--- src/hw/wss_defines.vh ---
// Register offsets, field positions and reset values of the waveform steering and shutdown stage
`ifndef WSS_DEFINES_VH
`define WSS_DEFINES_VH
`define WSS_OFF_CTRL0 12'h000
`define WSS_OFF_CTRL1 12'h004
`define WSS_OFF_STEER 12'h008
`define WSS_OFF_SDC0 12'h00c
`define WSS_OFF_SDSRC 12'h010
`define WSS_OFF_DBR 12'h014
`define WSS_OFF_DBF 12'h018
`define WSS_OFF_CLKSEL 12'h01c
`define WSS_EN_BIT 7
`define WSS_LD_BIT 6
`define WSS_SD_BIT 7
`define WSS_REN_BIT 6
`define WSS_RST_CTRL0 8'h00
`define WSS_RST_SDC0 8'h14
`define WSS_MODE_STEER 3'h0
`define WSS_MODE_SSTEER 3'h1
`define WSS_MODE_FFB 3'h2
`define WSS_MODE_RFB 3'h3
`define WSS_MODE_HB 3'h4
`define WSS_MODE_PP 3'h5
`define WSS_OVR_ONE 2'h3
`define WSS_OVR_ZERO 2'h2
`define WSS_OVR_TRI 2'h1
`define WSS_OVR_INACT 2'h0
`endif

--- src/hw/wss_top.v ---
// Steering, polarity, auto-shutdown and restart stage with its APB registers
//
// The placing of the registers and the APB register port are this design's own decisions.
`timescale 1ns/10ps
`default_nettype none
`include "wss_defines.vh"
module wss_top #(
	parameter DBW = 6
) (
	input wire pclk,
	input wire presetn,
	input wire psel,
	input wire penable,
	input wire pwrite,
	input wire [11:0] paddr,
	input wire [31:0] pwdata,
	output reg [31:0] prdata,
	output wire pready,
	output wire pslverr,
	input wire input_data,
	input wire comparator_one_out,
	input wire comparator_two_out,
	input wire timer_two_post_out,
	input wire shutdown_pin_input,
	input wire sleep_active,
	output wire [3:0] waveform_out,
	output wire [3:0] waveform_oe_n,
	output wire internal_fast_oscillator_req,
	output wire [DBW-1:0] rise_deadband_active,
	output wire [DBW-1:0] fall_deadband_active,
	output wire [2:0] mode_out,
	output wire enable_out
);
	// ==========================================
	// Registers
	reg [2:0] mode_q;
	reg en_q;
	reg ld_q;
	reg [3:0] pol_q;
	reg [3:0] steer_q;
	reg [3:0] steer_act_q;
	reg sd_q;
	reg ren_q;
	reg [1:0] ovr_bd_q;
	reg [1:0] ovr_ac_q;
	reg [3:0] src_en_q;
	reg [DBW-1:0] dbr_q;
	reg [DBW-1:0] dbf_q;
	reg [DBW-1:0] dbr_act_q;
	reg [DBW-1:0] dbf_act_q;
	reg clk_sel_q;
	reg in_q;
	reg hold_q;

	wire wr = psel & penable & pwrite;
	wire rise = input_data & ~in_q;
	wire fall = ~input_data & in_q;
	wire steer_mode = (mode_q == `WSS_MODE_STEER) | (mode_q == `WSS_MODE_SSTEER);
	// Sources are active low; invert so a one means a fault request
	wire [3:0] src_act = ~{shutdown_pin_input, timer_two_post_out, comparator_two_out,
		comparator_one_out} & src_en_q;
	wire any_src = |src_act;
	// Asynchronous path so a fault needs no clock edge to reach the pins
	wire shutdown = sd_q | any_src | hold_q;

	assign pready = 1'b1;
	assign pslverr = 1'b0;
	assign mode_out = mode_q;
	assign enable_out = en_q;
	assign rise_deadband_active = dbr_act_q;
	assign fall_deadband_active = dbf_act_q;
	assign internal_fast_oscillator_req = en_q & clk_sel_q & (input_data | in_q | ~sleep_active);

	function sel_wr;
		input [11:0] a;
		input [11:0] off;
		sel_wr = (a == off);
	endfunction

	// ==========================================
	// Register writes and flag control
	always @(posedge pclk or negedge presetn) begin
		if (!presetn) begin
			mode_q <= 3'h0;
			en_q <= 1'b0;
			ld_q <= 1'b0;
			pol_q <= 4'h0;
			steer_q <= 4'h0;
			steer_act_q <= 4'h0;
			sd_q <= 1'b0;
			ren_q <= 1'b0;
			ovr_bd_q <= 2'h1;
			ovr_ac_q <= 2'h1;
			src_en_q <= 4'h0;
			dbr_q <= {DBW{1'b0}};
			dbf_q <= {DBW{1'b0}};
			dbr_act_q <= {DBW{1'b0}};
			dbf_act_q <= {DBW{1'b0}};
			clk_sel_q <= 1'b0;
			in_q <= 1'b0;
			hold_q <= 1'b0;
		end else begin
			in_q <= input_data;
			if (wr && sel_wr(paddr, `WSS_OFF_CTRL0)) begin
				mode_q <= pwdata[2:0];
				en_q <= pwdata[`WSS_EN_BIT];
				// Load request only accepted once already enabled
				ld_q <= pwdata[`WSS_LD_BIT] & en_q;
			end else if (ld_q && (rise || fall)) begin
				ld_q <= 1'b0;
			end
			if (wr && sel_wr(paddr, `WSS_OFF_CTRL1))
				pol_q <= pwdata[3:0];
			if (wr && sel_wr(paddr, `WSS_OFF_STEER))
				steer_q <= pwdata[3:0];
			if (wr && sel_wr(paddr, `WSS_OFF_SDSRC))
				src_en_q <= pwdata[3:0];
			if (wr && sel_wr(paddr, `WSS_OFF_CLKSEL))
				clk_sel_q <= pwdata[0];
			if (wr && sel_wr(paddr, `WSS_OFF_DBR))
				dbr_q <= pwdata[DBW-1:0];
			if (wr && sel_wr(paddr, `WSS_OFF_DBF))
				dbf_q <= pwdata[DBW-1:0];
			// Disabled: dead-band loads at once; enabled: on request at an input edge
			if (!en_q || (ld_q && (rise || fall))) begin
				dbr_act_q <= dbr_q;
				dbf_act_q <= dbf_q;
			end
			// Steering applies immediately in 000, on input rise in 001
			if (mode_q == `WSS_MODE_SSTEER) begin
				if (rise)
					steer_act_q <= steer_q;
			end else begin
				// A steering write lands at its own edge, so no extra cycle of the old routing
				steer_act_q <= (wr && sel_wr(paddr, `WSS_OFF_STEER)) ? pwdata[3:0] : steer_q;
			end
			if (wr && sel_wr(paddr, `WSS_OFF_SDC0)) begin
				ren_q <= pwdata[`WSS_REN_BIT];
				ovr_bd_q <= pwdata[5:4];
				ovr_ac_q <= pwdata[3:2];
			end
			// Hardware set beats any clear in the same cycle
			if (any_src) begin
				sd_q <= 1'b1;
			end else if (wr && sel_wr(paddr, `WSS_OFF_SDC0) && pwdata[`WSS_SD_BIT]) begin
				sd_q <= 1'b1;
			end else if (ren_q) begin
				sd_q <= 1'b0;
			end else if (wr && sel_wr(paddr, `WSS_OFF_SDC0)) begin
				sd_q <= 1'b0;
			end
			// Overrides persist after flag clears until next rising input
			if (sd_q || any_src)
				hold_q <= 1'b1;
			else if (rise)
				hold_q <= 1'b0;
		end
	end

	// ==========================================
	// Output stage
	genvar g;
	generate
		for (g = 0; g < 4; g = g + 1) begin : g_out
			wire [1:0] ovr = (g == 0 || g == 2) ? ovr_ac_q : ovr_bd_q;
			wire steered = steer_mode ? steer_act_q[g] : 1'b1;
			// Polarity inverts when set; fixed level is zero and ignores polarity
			wire norm = steered ? (input_data ^ pol_q[g]) : 1'b0;
			wire inact = pol_q[g];
			wire ovr_on = shutdown & en_q & steered;
			reg lvl;
			reg oe;
			always @* begin
				lvl = norm;
				oe = ~en_q;
				if (ovr_on || (shutdown && !en_q)) begin
					case (ovr)
						`WSS_OVR_ONE: begin
							lvl = 1'b1;
							oe = 1'b0;
						end
						`WSS_OVR_ZERO: begin
							lvl = 1'b0;
							oe = 1'b0;
						end
						`WSS_OVR_TRI: begin
							lvl = 1'b0;
							oe = 1'b1;
						end
						default: begin
							lvl = inact;
							oe = 1'b0;
						end
					endcase
				end else if (!en_q) begin
					lvl = 1'b0;
				end else begin
					oe = 1'b0;
				end
			end
			assign waveform_out[g] = lvl;
			assign waveform_oe_n[g] = oe;
		end
	endgenerate

	// ==========================================
	// Read mux
	always @* begin
		prdata = 32'h0;
		if (paddr == `WSS_OFF_CTRL0)
			prdata[7:0] = {en_q, ld_q, 3'h0, mode_q};
		else if (paddr == `WSS_OFF_CTRL1)
			prdata[7:0] = {2'h0, input_data, 1'b0, pol_q};
		else if (paddr == `WSS_OFF_STEER)
			prdata[3:0] = steer_q;
		else if (paddr == `WSS_OFF_SDC0)
			prdata[7:0] = {sd_q, ren_q, ovr_bd_q, ovr_ac_q, 2'h0};
		else if (paddr == `WSS_OFF_SDSRC)
			prdata[3:0] = src_en_q;
		else if (paddr == `WSS_OFF_DBR)
			prdata[DBW-1:0] = dbr_q;
		else if (paddr == `WSS_OFF_DBF)
			prdata[DBW-1:0] = dbf_q;
		else if (paddr == `WSS_OFF_CLKSEL)
			prdata[0] = clk_sel_q;
	end
endmodule // wss_top
`default_nettype wire

--- config.mk ---
export PLATFORM = sky130hd
export DESIGN_NAME = wss_top
export DESIGN_NICKNAME = d
export VERILOG_FILES = /design/src/hw/wss_top.v
export VERILOG_INCLUDE_DIRS = /design/src /design/src/hw
export SDC_FILE = /design/constraint.sdc
export NUM_CORES = 1
export LEC_CHECK = 0
export ABC_AREA = 1
export BUFFER_PORTS_ARGS = -buffer_cell sky130_fd_sc_hd__buf_4
export CORE_MARGIN = 2
export CORE_UTILIZATION = 55
export CTS_CLUSTER_DIAMETER = 60
export DETAILED_ROUTE_END_ITERATION = 8
export HOLD_SLACK_MARGIN = 0.1
export PLACE_DENSITY = 0.86
export SYNTH_ARGS = -nofsm -noshare
export SYNTH_HDL_FRONTEND = slang
export SYNTH_SLANG_ARGS = --single-unit
--- constraint.sdc ---
create_clock -name pclk -period 3.2 [get_ports pclk]
set_clock_uncertainty 0.05 [all_clocks]
set_input_delay 0 -clock pclk [delete_from_list [all_inputs] [get_ports pclk]]
set_output_delay 0 -clock pclk [all_outputs]
set_load 0.02 [all_outputs]
==> flow_summary.toml, run 1 <==
[outcome]
status = "finished clean"

[routing]
first_pass_iters = 5
drt_iter0_drc = 210
antenna_left = 0
wl_mm = 7.75
route.detailed.drc = 0
drt-wirelength-per-cell_um = 14.1
routed_via_density = 5.30
vias = 2913

[clock_tree]
ctsResizeCount = 0
path_clk_slew_ps = 90
clockBufferDepth = 2
cts_buffers = 5
cts_max_level = 2
clkSinkCount = 54
clockRootBuffer = "clkbuf_8"
clk_latency_ps = 310
cts_tree = "yes"

[placement]
io_buffers = 63
gp_congestion = 0.985
dp_hpwl_mm = 5.74
placed_cells = 528

[floorplan]
io_pins = 114
core_mm2 = 0.00589
die_h_um = 82.0
initial_core_util = 0.568
die-area_mm2 = 0.00672
die_x_um = 82.0
row_count = 28

[logic_synthesis]
synth-edff-count = 0
syn_inst = 405
netlist_area_mm2 = 0.00334
synthTopCellsByCount = "nand2_1 (86), dfrtp_1 (52), inv_1 (37)"
yosys_warnings = 0
synthAdderAreaFrac = 0.00749
synthTopCellsByArea = "dfrtp_1 (39%), nand2_1 (9.7%), buf_4 (7.9%)"
synth.most_common_cell = "nand2_1"
synth_top_area_cell = "dfrtp_1"
ys.flop_type = "dfrtp_1"
yosys.area_share.simple = 0.268
synth_mux_area_frac = 0.0400
ys_ff_latch = 54
synth-seq-area-share = 0.405
synth_top_family_by_area = "simple AND/OR/NAND/NOR gates"
postSynthAreaPerCell_um2 = 8.25
netlist.area_leader.share = 0.389
synth_cell_types = 38
synth-compound-area-share = 0.124
async_flop_share = 1.00
synth-xor-area-share = 0.00786

[final_layout]
diodes = 0
drive_above_1_share = 0.295
final_cells = 550
nNetsFinal = 531
area_growth_pct = 17.9

[hold_path]
holdCritStartpoint = "paddr[1]"
hold_end = "steer_q[1]"
hold_class = "in2reg"
hold_path_depth = 6

[power]
ir_drop_mv = 0.220
internal_power_mw = 0.903
power.switching_mw = 0.308
p_sw_frac = 0.254
pwr-share-comb = 0.112
power_per_cell_area_mw_per_mm2 = 307
leakage_nw = 2.05
p_clk_frac = 0.322
p_seq_frac = 0.565

[grt]
antenna_found_initial = 0
grt_pass1_wl_mm = 12.3
grt_pass1_vias = 2661
overflow = 0
grt_use_total = 0.242
grt_max_degree = 55

[timing]
max_freq_ghz = 0.498
rsz0062_at_grt = "false"
post-route-period-util = 0.628
slew-limit-headroom = 0.553
setup_viol = 0
post-route-min-period_ps = 2010
worst_pin_slew_ps = 671
setup_tns_ps = 0
slew_viol_final = 0
hold_viol = 0

[worst_setup_path]
startpoint_type = "flip-flop"
critPathMaxFanout = 6
worst_setup_path_end_kind = "output port"
worstPathRequired_ps = 3150
arrival_ps = 1960
timing.reg2reg.setup_slack_ps = 1470
r2r_end = "fall_deadband_active[5]"
worstRegToRegCells = 5
criticalPathCategory = "reg2out"
r2r-start = "in_q"

[job]
drv_cap = 0
stage by stage:
stage / setup WS, ps / hold WS (ps) / utilization / cell area (um^2) / total power [mW]
2_1_floorplan: 1700 / -346 / - / 3430 / 0.790
3_3_place_gp: 1540 / 21.6 / 0.630 / 3710 / 0.818
3_5_place_dp: 1490 / 29.8 / 0.630 / 3710 / 0.821
4_1_cts: 1230 / 151 / 0.670 / 3940 / 1.21
5_1_grt: 1060 / 178 / 0.670 / 3940 / 1.25
6_report: 1190 / 153 / 0.670 / 3940 / 1.21
what timing repair did:
| item | CTS | global route |
|---|---|---|
| hold endpoints to repair | 88 | 0 |
| endpoints found under the setup margin | 0 | 0 |
| buffers inserted | 0 | 0 |
| hold buffers | 14 | 0 |
worst max-delay path, stage by stage, from the launching register on:
cell and delay (ps):
dfrtp_1 420, inv_1 70, o22ai_1 70, nor2_1 250, nand3b_1 230, inv_1 220
nand2_1 120, o21ai_0 110, buf_4 180
worst max-delay path by stage:
| stage | from | end | cells after the start |
|---|---|---|---|
| global placement | in_q | fall_deadband_active[1] | 5 |
| global route | src_en_q[0] | waveform_oe_n[3] | 8 |
| CTS | src_en_q[2] | waveform_oe_n[0] | 8 |
| detailed placement | in_q | fall_deadband_active[5] | 5 |
| floorplan | in_q | fall_deadband_active[2] | 6 |
| finish | src_en_q[2] | waveform_oe_n[0] | 8 |
cell families after synthesis:
logic type / count (synthesis)
flip-flops: 54
buffers and inverters: 90
adder cells (fa/ha/maj): 2
AND/OR/NAND/NOR: 174
other: 2
multiplexers: 12
XOR/XNOR: 3
AO/OA/AOI/OAI: 68
per-layer routing:
layer	part of all wire	wire, um	track usage	up-vias
li1	-	-	-	1396
met1	0.43	3340	0.324	1369
met2	0.48	3740	0.413	140
met3	0.075	582	0.0319	8
met4	0.011	87	0.0700	0
met5	0	0	0	-
registers in the layout (all words and copies together), names as in the netlist:
signal                count
clk_sel_q                 1
dbf_q                     6
dbr_q                     6
enable_out                1
fall_deadband_active      6
g_out.ovr                 4
hold_q                    1
in_q                      1
ld_q                      1
mode_out                  3
pol_q                     4
ren_q                     1
rise_deadband_active      6
sd_q                      1
src_en_q                  4
steer_act_q               4
steer_q                   4
cells in the final DEF, fill, tap and decap left out, drive strengths merged, types with 6 or more instances in the layout:
cell and n:
nand4 9, dfrtp 52, nand3 27, nor2 37
clkbuf 6, nand2 99, conb 26, a21oi 9
o21ai 51, inv 51, dlygate4sd3 14, mux2 11
buf 63
power groups by stage:
stage	registers, mW	logic [mW]	clock network, mW
3_5_place_dp	0.698	0.123	0
4_1_cts	0.684	0.136	0.394
6_report	0.684	0.136	0.390
5_1_grt	0.685	0.150	0.412
3_3_place_gp	0.698	0.121	0
2_1_floorplan	0.698	0.0920	0
layout make-up:
cell class	count	area [um^2]
flip-flops and latches	54	1350
well taps	75	93.8
multi-input cells	285	1590
fillers	493	1940
clock inverters	2	12.5
clock buffers	6	82.6
inverters	51	191
repair buffers	77	613
(Power assumes the default switching activity.)
==> inputs of run 2 (changes only) <==
--- a/config.mk
+++ b/config.mk
@@ -9,11 +9,11 @@
 export ABC_AREA = 1
 export BUFFER_PORTS_ARGS = -buffer_cell sky130_fd_sc_hd__buf_4
 export CORE_MARGIN = 2
-export CORE_UTILIZATION = 55
+export CORE_UTILIZATION = 51
 export CTS_CLUSTER_DIAMETER = 60
 export DETAILED_ROUTE_END_ITERATION = 8
 export HOLD_SLACK_MARGIN = 0.1
-export PLACE_DENSITY = 0.86
+export PLACE_DENSITY = 0.81
 export SYNTH_ARGS = -nofsm -noshare
 export SYNTH_HDL_FRONTEND = slang
 export SYNTH_SLANG_ARGS = --single-unit
==> constraint.sdc (replaced) <==
create_clock -name pclk -period 1.9 [get_ports pclk]
set_clock_uncertainty 0.05 [all_clocks]
set_input_delay 0 -clock pclk [delete_from_list [all_inputs] [get_ports pclk]]
set_output_delay 0 -clock pclk [all_outputs]
set_load 0.02 [all_outputs]
==> run 2 against run 1 <==
  * Non-clock buffer count grew 4
  * Sequential share of layout area shrank 0.47 points
  * Critical path depth did not move
  * Global-route usage down 2.5 points
  * Largest cell class unchanged
  * First-iteration DRC count grew 26%
  * Wire length is 0.27% higher
  * Clock power grew 92%
==> flow_summary.toml, run 2 (synthesis results as in run 1) <==
[placement]
post-place-ws_ps = 265
dp_hpwl_mm = 5.77
gp_congestion = 0.890
io_buffers = 63

[worst_setup_path]
worstPathRequired_ps = 1850
arrival_ps = 1740
worst_setup_path_end_kind = "output port"
critPathMaxFanout = 6
startpoint_type = "flip-flop"
criticalPathCategory = "reg2out"

[final_layout]
postLayoutCoreUtil = 0.629
ff_latch_area_mm2 = 0.00135
fill_cells = 536
multiInputGateArea_mm2 = 0.00161
diodes = 0
area_growth_pct = 19.5
final_cell_mix = "nand2_1 (85), buf_4 (67), dfrtp_1 (52), inv_1 (35)"
drive_above_1_share = 0.307
layout_commonest_cell = "nand2_1"
nNetsFinal = 535

[timing]
fin_ws_ps = 107
max_freq_ghz = 0.558
post-route-period-util = 0.944
slew-limit-headroom = 0.551
rsz0062_at_grt = "true"
worst_pin_slew_ps = 674
post-route-min-period_ps = 1790
slew_viol_final = 0
hold_viol = 0
setup_viol = 0

[grt]
busiest_layer = "met2"
grt_pass1_wl_mm = 12.5
use_met1 = 0.289
grt_pass1_vias = 2717
grt_max_degree = 55
use_met2 = 0.373
grt_use_total = 0.218
overflow = 0
use_met3 = 0.0263
antenna_found_initial = 0

[floorplan]
die_h_um = 85.0
core_mm2 = 0.00635
die-area_mm2 = 0.00722
io_pins = 114
die_x_um = 85.0
row_count = 29
initial_core_util = 0.527

[outcome]
status = "finished clean"

[routing]
route.detailed.drc = 0
first_pass_iters = 6
routed_via_density = 5.19
drt_iter0_drc = 265
antenna_left = 0
wl_mm = 7.77
vias = 2884
drt-wirelength-per-cell_um = 14.0

[job]
drv_cap = 0

[clock_tree]
cts_tree = "yes"
cts_max_level = 2
cts_buffers = 5
path_clk_slew_ps = 100
clkSinkCount = 54
clk_latency_ps = 310
clockRootBuffer = "clkbuf_8"
clockBufferDepth = 2

[power]
power_per_cell_area_mw_per_mm2 = 534
ir_drop_mv = 0.420
leakage_nw = 2.08

[hold_path]
hold_class = "in2reg"
run 2: cell type report:
class | count | area share
multi-input cells | 285 | 0.402
flip-flops and latches | 54 | 0.339
repair buffers | 81 | 0.161
inverters | 51 | 0.0479
well taps | 77 | 0.0241
clock buffers | 7 | 0.0191
clock inverters | 1 | 0.00751
run 2: worst paths after layout:
check	start	slack, ps	end	depth (start not counted)
max	src_en_q[1]	110	waveform_out[0]	8
min reg2reg	dbf_q[0]	440	dbf_q[0]	2
min in group asynchronous	presetn	220	rise_deadband_active[2]	2
max reg2reg	src_en_q[1]	290	sd_q	5
min	comparator_two_out	100	hold_q	4
max in group asynchronous	presetn	1130	pol_q[3]	2
run 2: critical path, cell delays in order, from the launching register on:
cell and delay (ps):
dfrtp_1 420, inv_2 60, o22ai_2 50, nor2_2 180, nand3b_1 210, inv_2 170, nand4_1 90, o21ai_0 90
buf_4 170
run 2: stage by stage:
stage	setup TNS [ps]	hold WS [ps]	total power, mW	cell area [um^2]	instances
2_1_floorplan	0	-346	1.33	3430	429
3_3_place_gp	0	27.4	1.38	3720	532
3_5_place_dp	0	32.6	1.38	3720	532
4_1_cts	0	101	2.13	3960	553
5_1_grt	-20.6	107	2.20	4000	556
6_report	0	104	2.13	4000	556
run 2: metal layers:
metal	vias to the layer above	share of wire
met1	1345	0.43
li1	1399	-
met5	-	0
met3	14	0.062
met2	126	0.49
met4	0	0.019
run 2: repair_timing:
action	in CTS	in global routing
gates resized for setup	1	6
pin swaps	0	4
cloned	0	0
hold buffers	13	1
setup buffers	0	2
endpoints found under the hold margin	84	1
setup endpoints to repair	8	8
run 2: power by group:
group | internal [mW] | switching [mW] | total (mW)
clock network | 0.395 | 0.356 | 0.750
logic | 0.0779 | 0.153 | 0.230
registers | 1.15 | 0.00143 | 1.15
==> inputs of run 3 (changes only) <==
--- a/config.mk
+++ b/config.mk
@@ -9,11 +9,11 @@
 export ABC_AREA = 1
 export BUFFER_PORTS_ARGS = -buffer_cell sky130_fd_sc_hd__buf_4
 export CORE_MARGIN = 2
-export CORE_UTILIZATION = 51
+export CORE_UTILIZATION = 46
 export CTS_CLUSTER_DIAMETER = 60
 export DETAILED_ROUTE_END_ITERATION = 8
 export HOLD_SLACK_MARGIN = 0.1
-export PLACE_DENSITY = 0.81
+export PLACE_DENSITY = 0.77
 export SYNTH_ARGS = -nofsm -noshare
 export SYNTH_HDL_FRONTEND = slang
 export SYNTH_SLANG_ARGS = --single-unit
==> constraint.sdc (replaced) <==
create_clock -name pclk -period 1.53 [get_ports pclk]
set_clock_uncertainty 0.05 [all_clocks]
set_input_delay 0 -clock pclk [delete_from_list [all_inputs] [get_ports pclk]]
set_output_delay 0 -clock pclk [all_outputs]
set_load 0.02 [all_outputs]
==> run 3 against run 2 <==
  * Die area is 10% higher
  * Sequential share of layout area is 1.3 points lower
  * Sequential cell count stayed put
  * First-iteration DRC count is 27% lower
  * The flow now finishes with violations (setup timing)
  * Highest routed layer unchanged
  * Largest cell class unchanged
  * Critical path depth stayed put
==> flow_summary.toml, run 3 (synthesis results as in run 1) <==
[worst_setup_path]
crit_cells = 8
worstSetupStartpoint = "src_en_q[2]"
criticalPathCategory = "reg2out"
worst_setup_path_end_kind = "output port"
r2r_end = "rise_deadband_active[3]"
startpoint_type = "flip-flop"
crit_family = "simple AND/OR/NAND/NOR gates"
path_cells = "inv_1 > o22ai_2 > nor2_2 > nand3b_1 > inv_2 > nand4_1 > o21ai_1 > buf_4"
cp-endpoint = "waveform_out[2]"
r2r-start = "in_q"
cp_num_buf_inv = 3
worstRegToRegCells = 6
worstPathRequired_ps = 1480
arrival_ps = 1690
slowest_stage = "dfrtp_1"
cpPeakStageDelay_ps = 400
critPathMaxFanout = 6
timing.reg2reg.setup_slack_ps = 50

[routing]
drt_iter0_drc = 194
wl_mm = 8.03
vias = 2898
route.detailed.drc = 0
drt-wirelength-per-cell_um = 13.8
antenna_left = 0
routed_via_density = 4.96
first_pass_iters = 4

[power]
p_sw_frac = 0.255
power_per_cell_area_mw_per_mm2 = 628
ir_drop_mv = 0.505
finalPower_mw = 2.61
internal_power_mw = 1.94
p_seq_frac = 0.549
leakage_nw = 2.13
power.switching_mw = 0.666
p_clk_frac = 0.340
pwr-share-comb = 0.111

[final_layout]
diodes = 0
fill_cells = 661
design_area_mm2 = 0.00415
area_growth_pct = 24.3
final_cell_mix = "nand2_1 (84), buf_4 (70), dfrtp_1 (51), inv_1 (33), conb_1 (26)"
drive_above_1_share = 0.361
multiInputGateArea_mm2 = 0.00167
nNetsFinal = 541
layout_commonest_cell = "nand2_1"
ff_latch_area_mm2 = 0.00136
postLayoutCoreUtil = 0.582

[timing]
post-route-period-util = 1.14
setup_viol = 8
rsz0062_at_grt = "true"
worst_pin_slew_ps = 672
post-route-min-period_ps = 1740
fin_ws_ps = -210
slew-limit-headroom = 0.552
hold_viol = 0
slew_viol_final = 0
max_freq_ghz = 0.575

[job]
drv_cap = 0

[floorplan]
io_pins = 114
die_x_um = 89.3
die_h_um = 89.3
die-area_mm2 = 0.00797
core_mm2 = 0.00714
row_count = 31
initial_core_util = 0.468

[grt]
grt_pass1_wl_mm = 12.9
grt_use_total = 0.212
overflow = 0
grt_pass1_vias = 2703
antenna_found_initial = 0
grt_max_degree = 55

[placement]
io_buffers = 63
gp_congestion = 0.861
place_area_mm2 = 0.00379
post-place-ws_ps = 53.9
dp_hpwl_mm = 6.00

[clock_tree]
clockBufferDepth = 2
cts_tree = "yes"
clk_latency_ps = 310
clockRootBuffer = "clkbuf_8"
cts_max_level = 2
clkSinkCount = 54
cts_buffers = 5
path_clk_slew_ps = 100

[outcome]
violations = "setup timing"
status = "finished, violations left"

[hold_path]
hold_class = "in2reg"
## run 3: changes by cell type in the layout (fill, tap and decap cells not counted), sizes merged
cell	change
clkinv	+1
bufinv	-1
dlygate4sd3	-2
buf	+8
## run 3: per-stage QoR
step	setup TNS (ps)	instances	hold slack, ps
2_1_floorplan	0	429	-346
3_3_place_gp	0	557	22.6
3_5_place_dp	0	557	33.3
4_1_cts	-1670	580	160
5_1_grt	-2570	584	161
6_report	-1460	584	125
## run 3: power by group through the flow
stage	sequential (mW)	clock, mW	combinational (mW)
CTS	1.43	0.899	0.287
finish	1.43	0.887	0.290
global route	1.43	0.943	0.321
floorplan	1.46	0	0.192
global placement	1.46	0	0.255
detailed placement	1.46	0	0.260
## run 3: worst reg2reg max path, delay by kind of cell (launching register included)
kind	cells	cell delay, ps
multiplexers	1	350
flip-flops	1	340
adder cells (fa/ha/maj)	1	270
AND/OR/NAND/NOR	2	170
buffers and inverters	2	200
## run 3: timing repair
action,in CTS,in global routing
hold buffers,12,0
pin swaps,2,14
setup buffers,3,4
endpoints found under the setup margin,8,23
hold endpoints to repair,85,0
gates resized for setup,21,19
## run 3: worst min path at each step
stage                             from                      end  slack, ps  cells after the start
detailed placement             presetn                 dbf_q[4]         30                      1
CTS                             pwrite                     ld_q        160                      5
floorplan                      presetn                clk_sel_q       -350                      0
global placement               presetn  fall_deadband_active[4]         20                      1
finish                        paddr[0]                     ld_q        120                      6
global route        comparator_two_out                     sd_q        160                      5
## run 3: area by class of cell
class / count / share of cell area
sequential: 54 / 0.326
multi-input combinational: 285 / 0.402
tap: 99 / 0.0298
clock buffer: 7 / 0.0232
inverter: 51 / 0.0461
timing repair buffer: 87 / 0.171
clock inverter: 1 / 0.00211
## run 3: layer usage
metal / GRT usage / wire (um) / vias up
li1: - / - / 1408
met1: 0.282 / 3400 / 1381
met2: 0.359 / 4010 / 97
met3: 0.0295 / 480 / 12
met4: 0.0706 / 141 / 0
met5: 0 / 0 / -
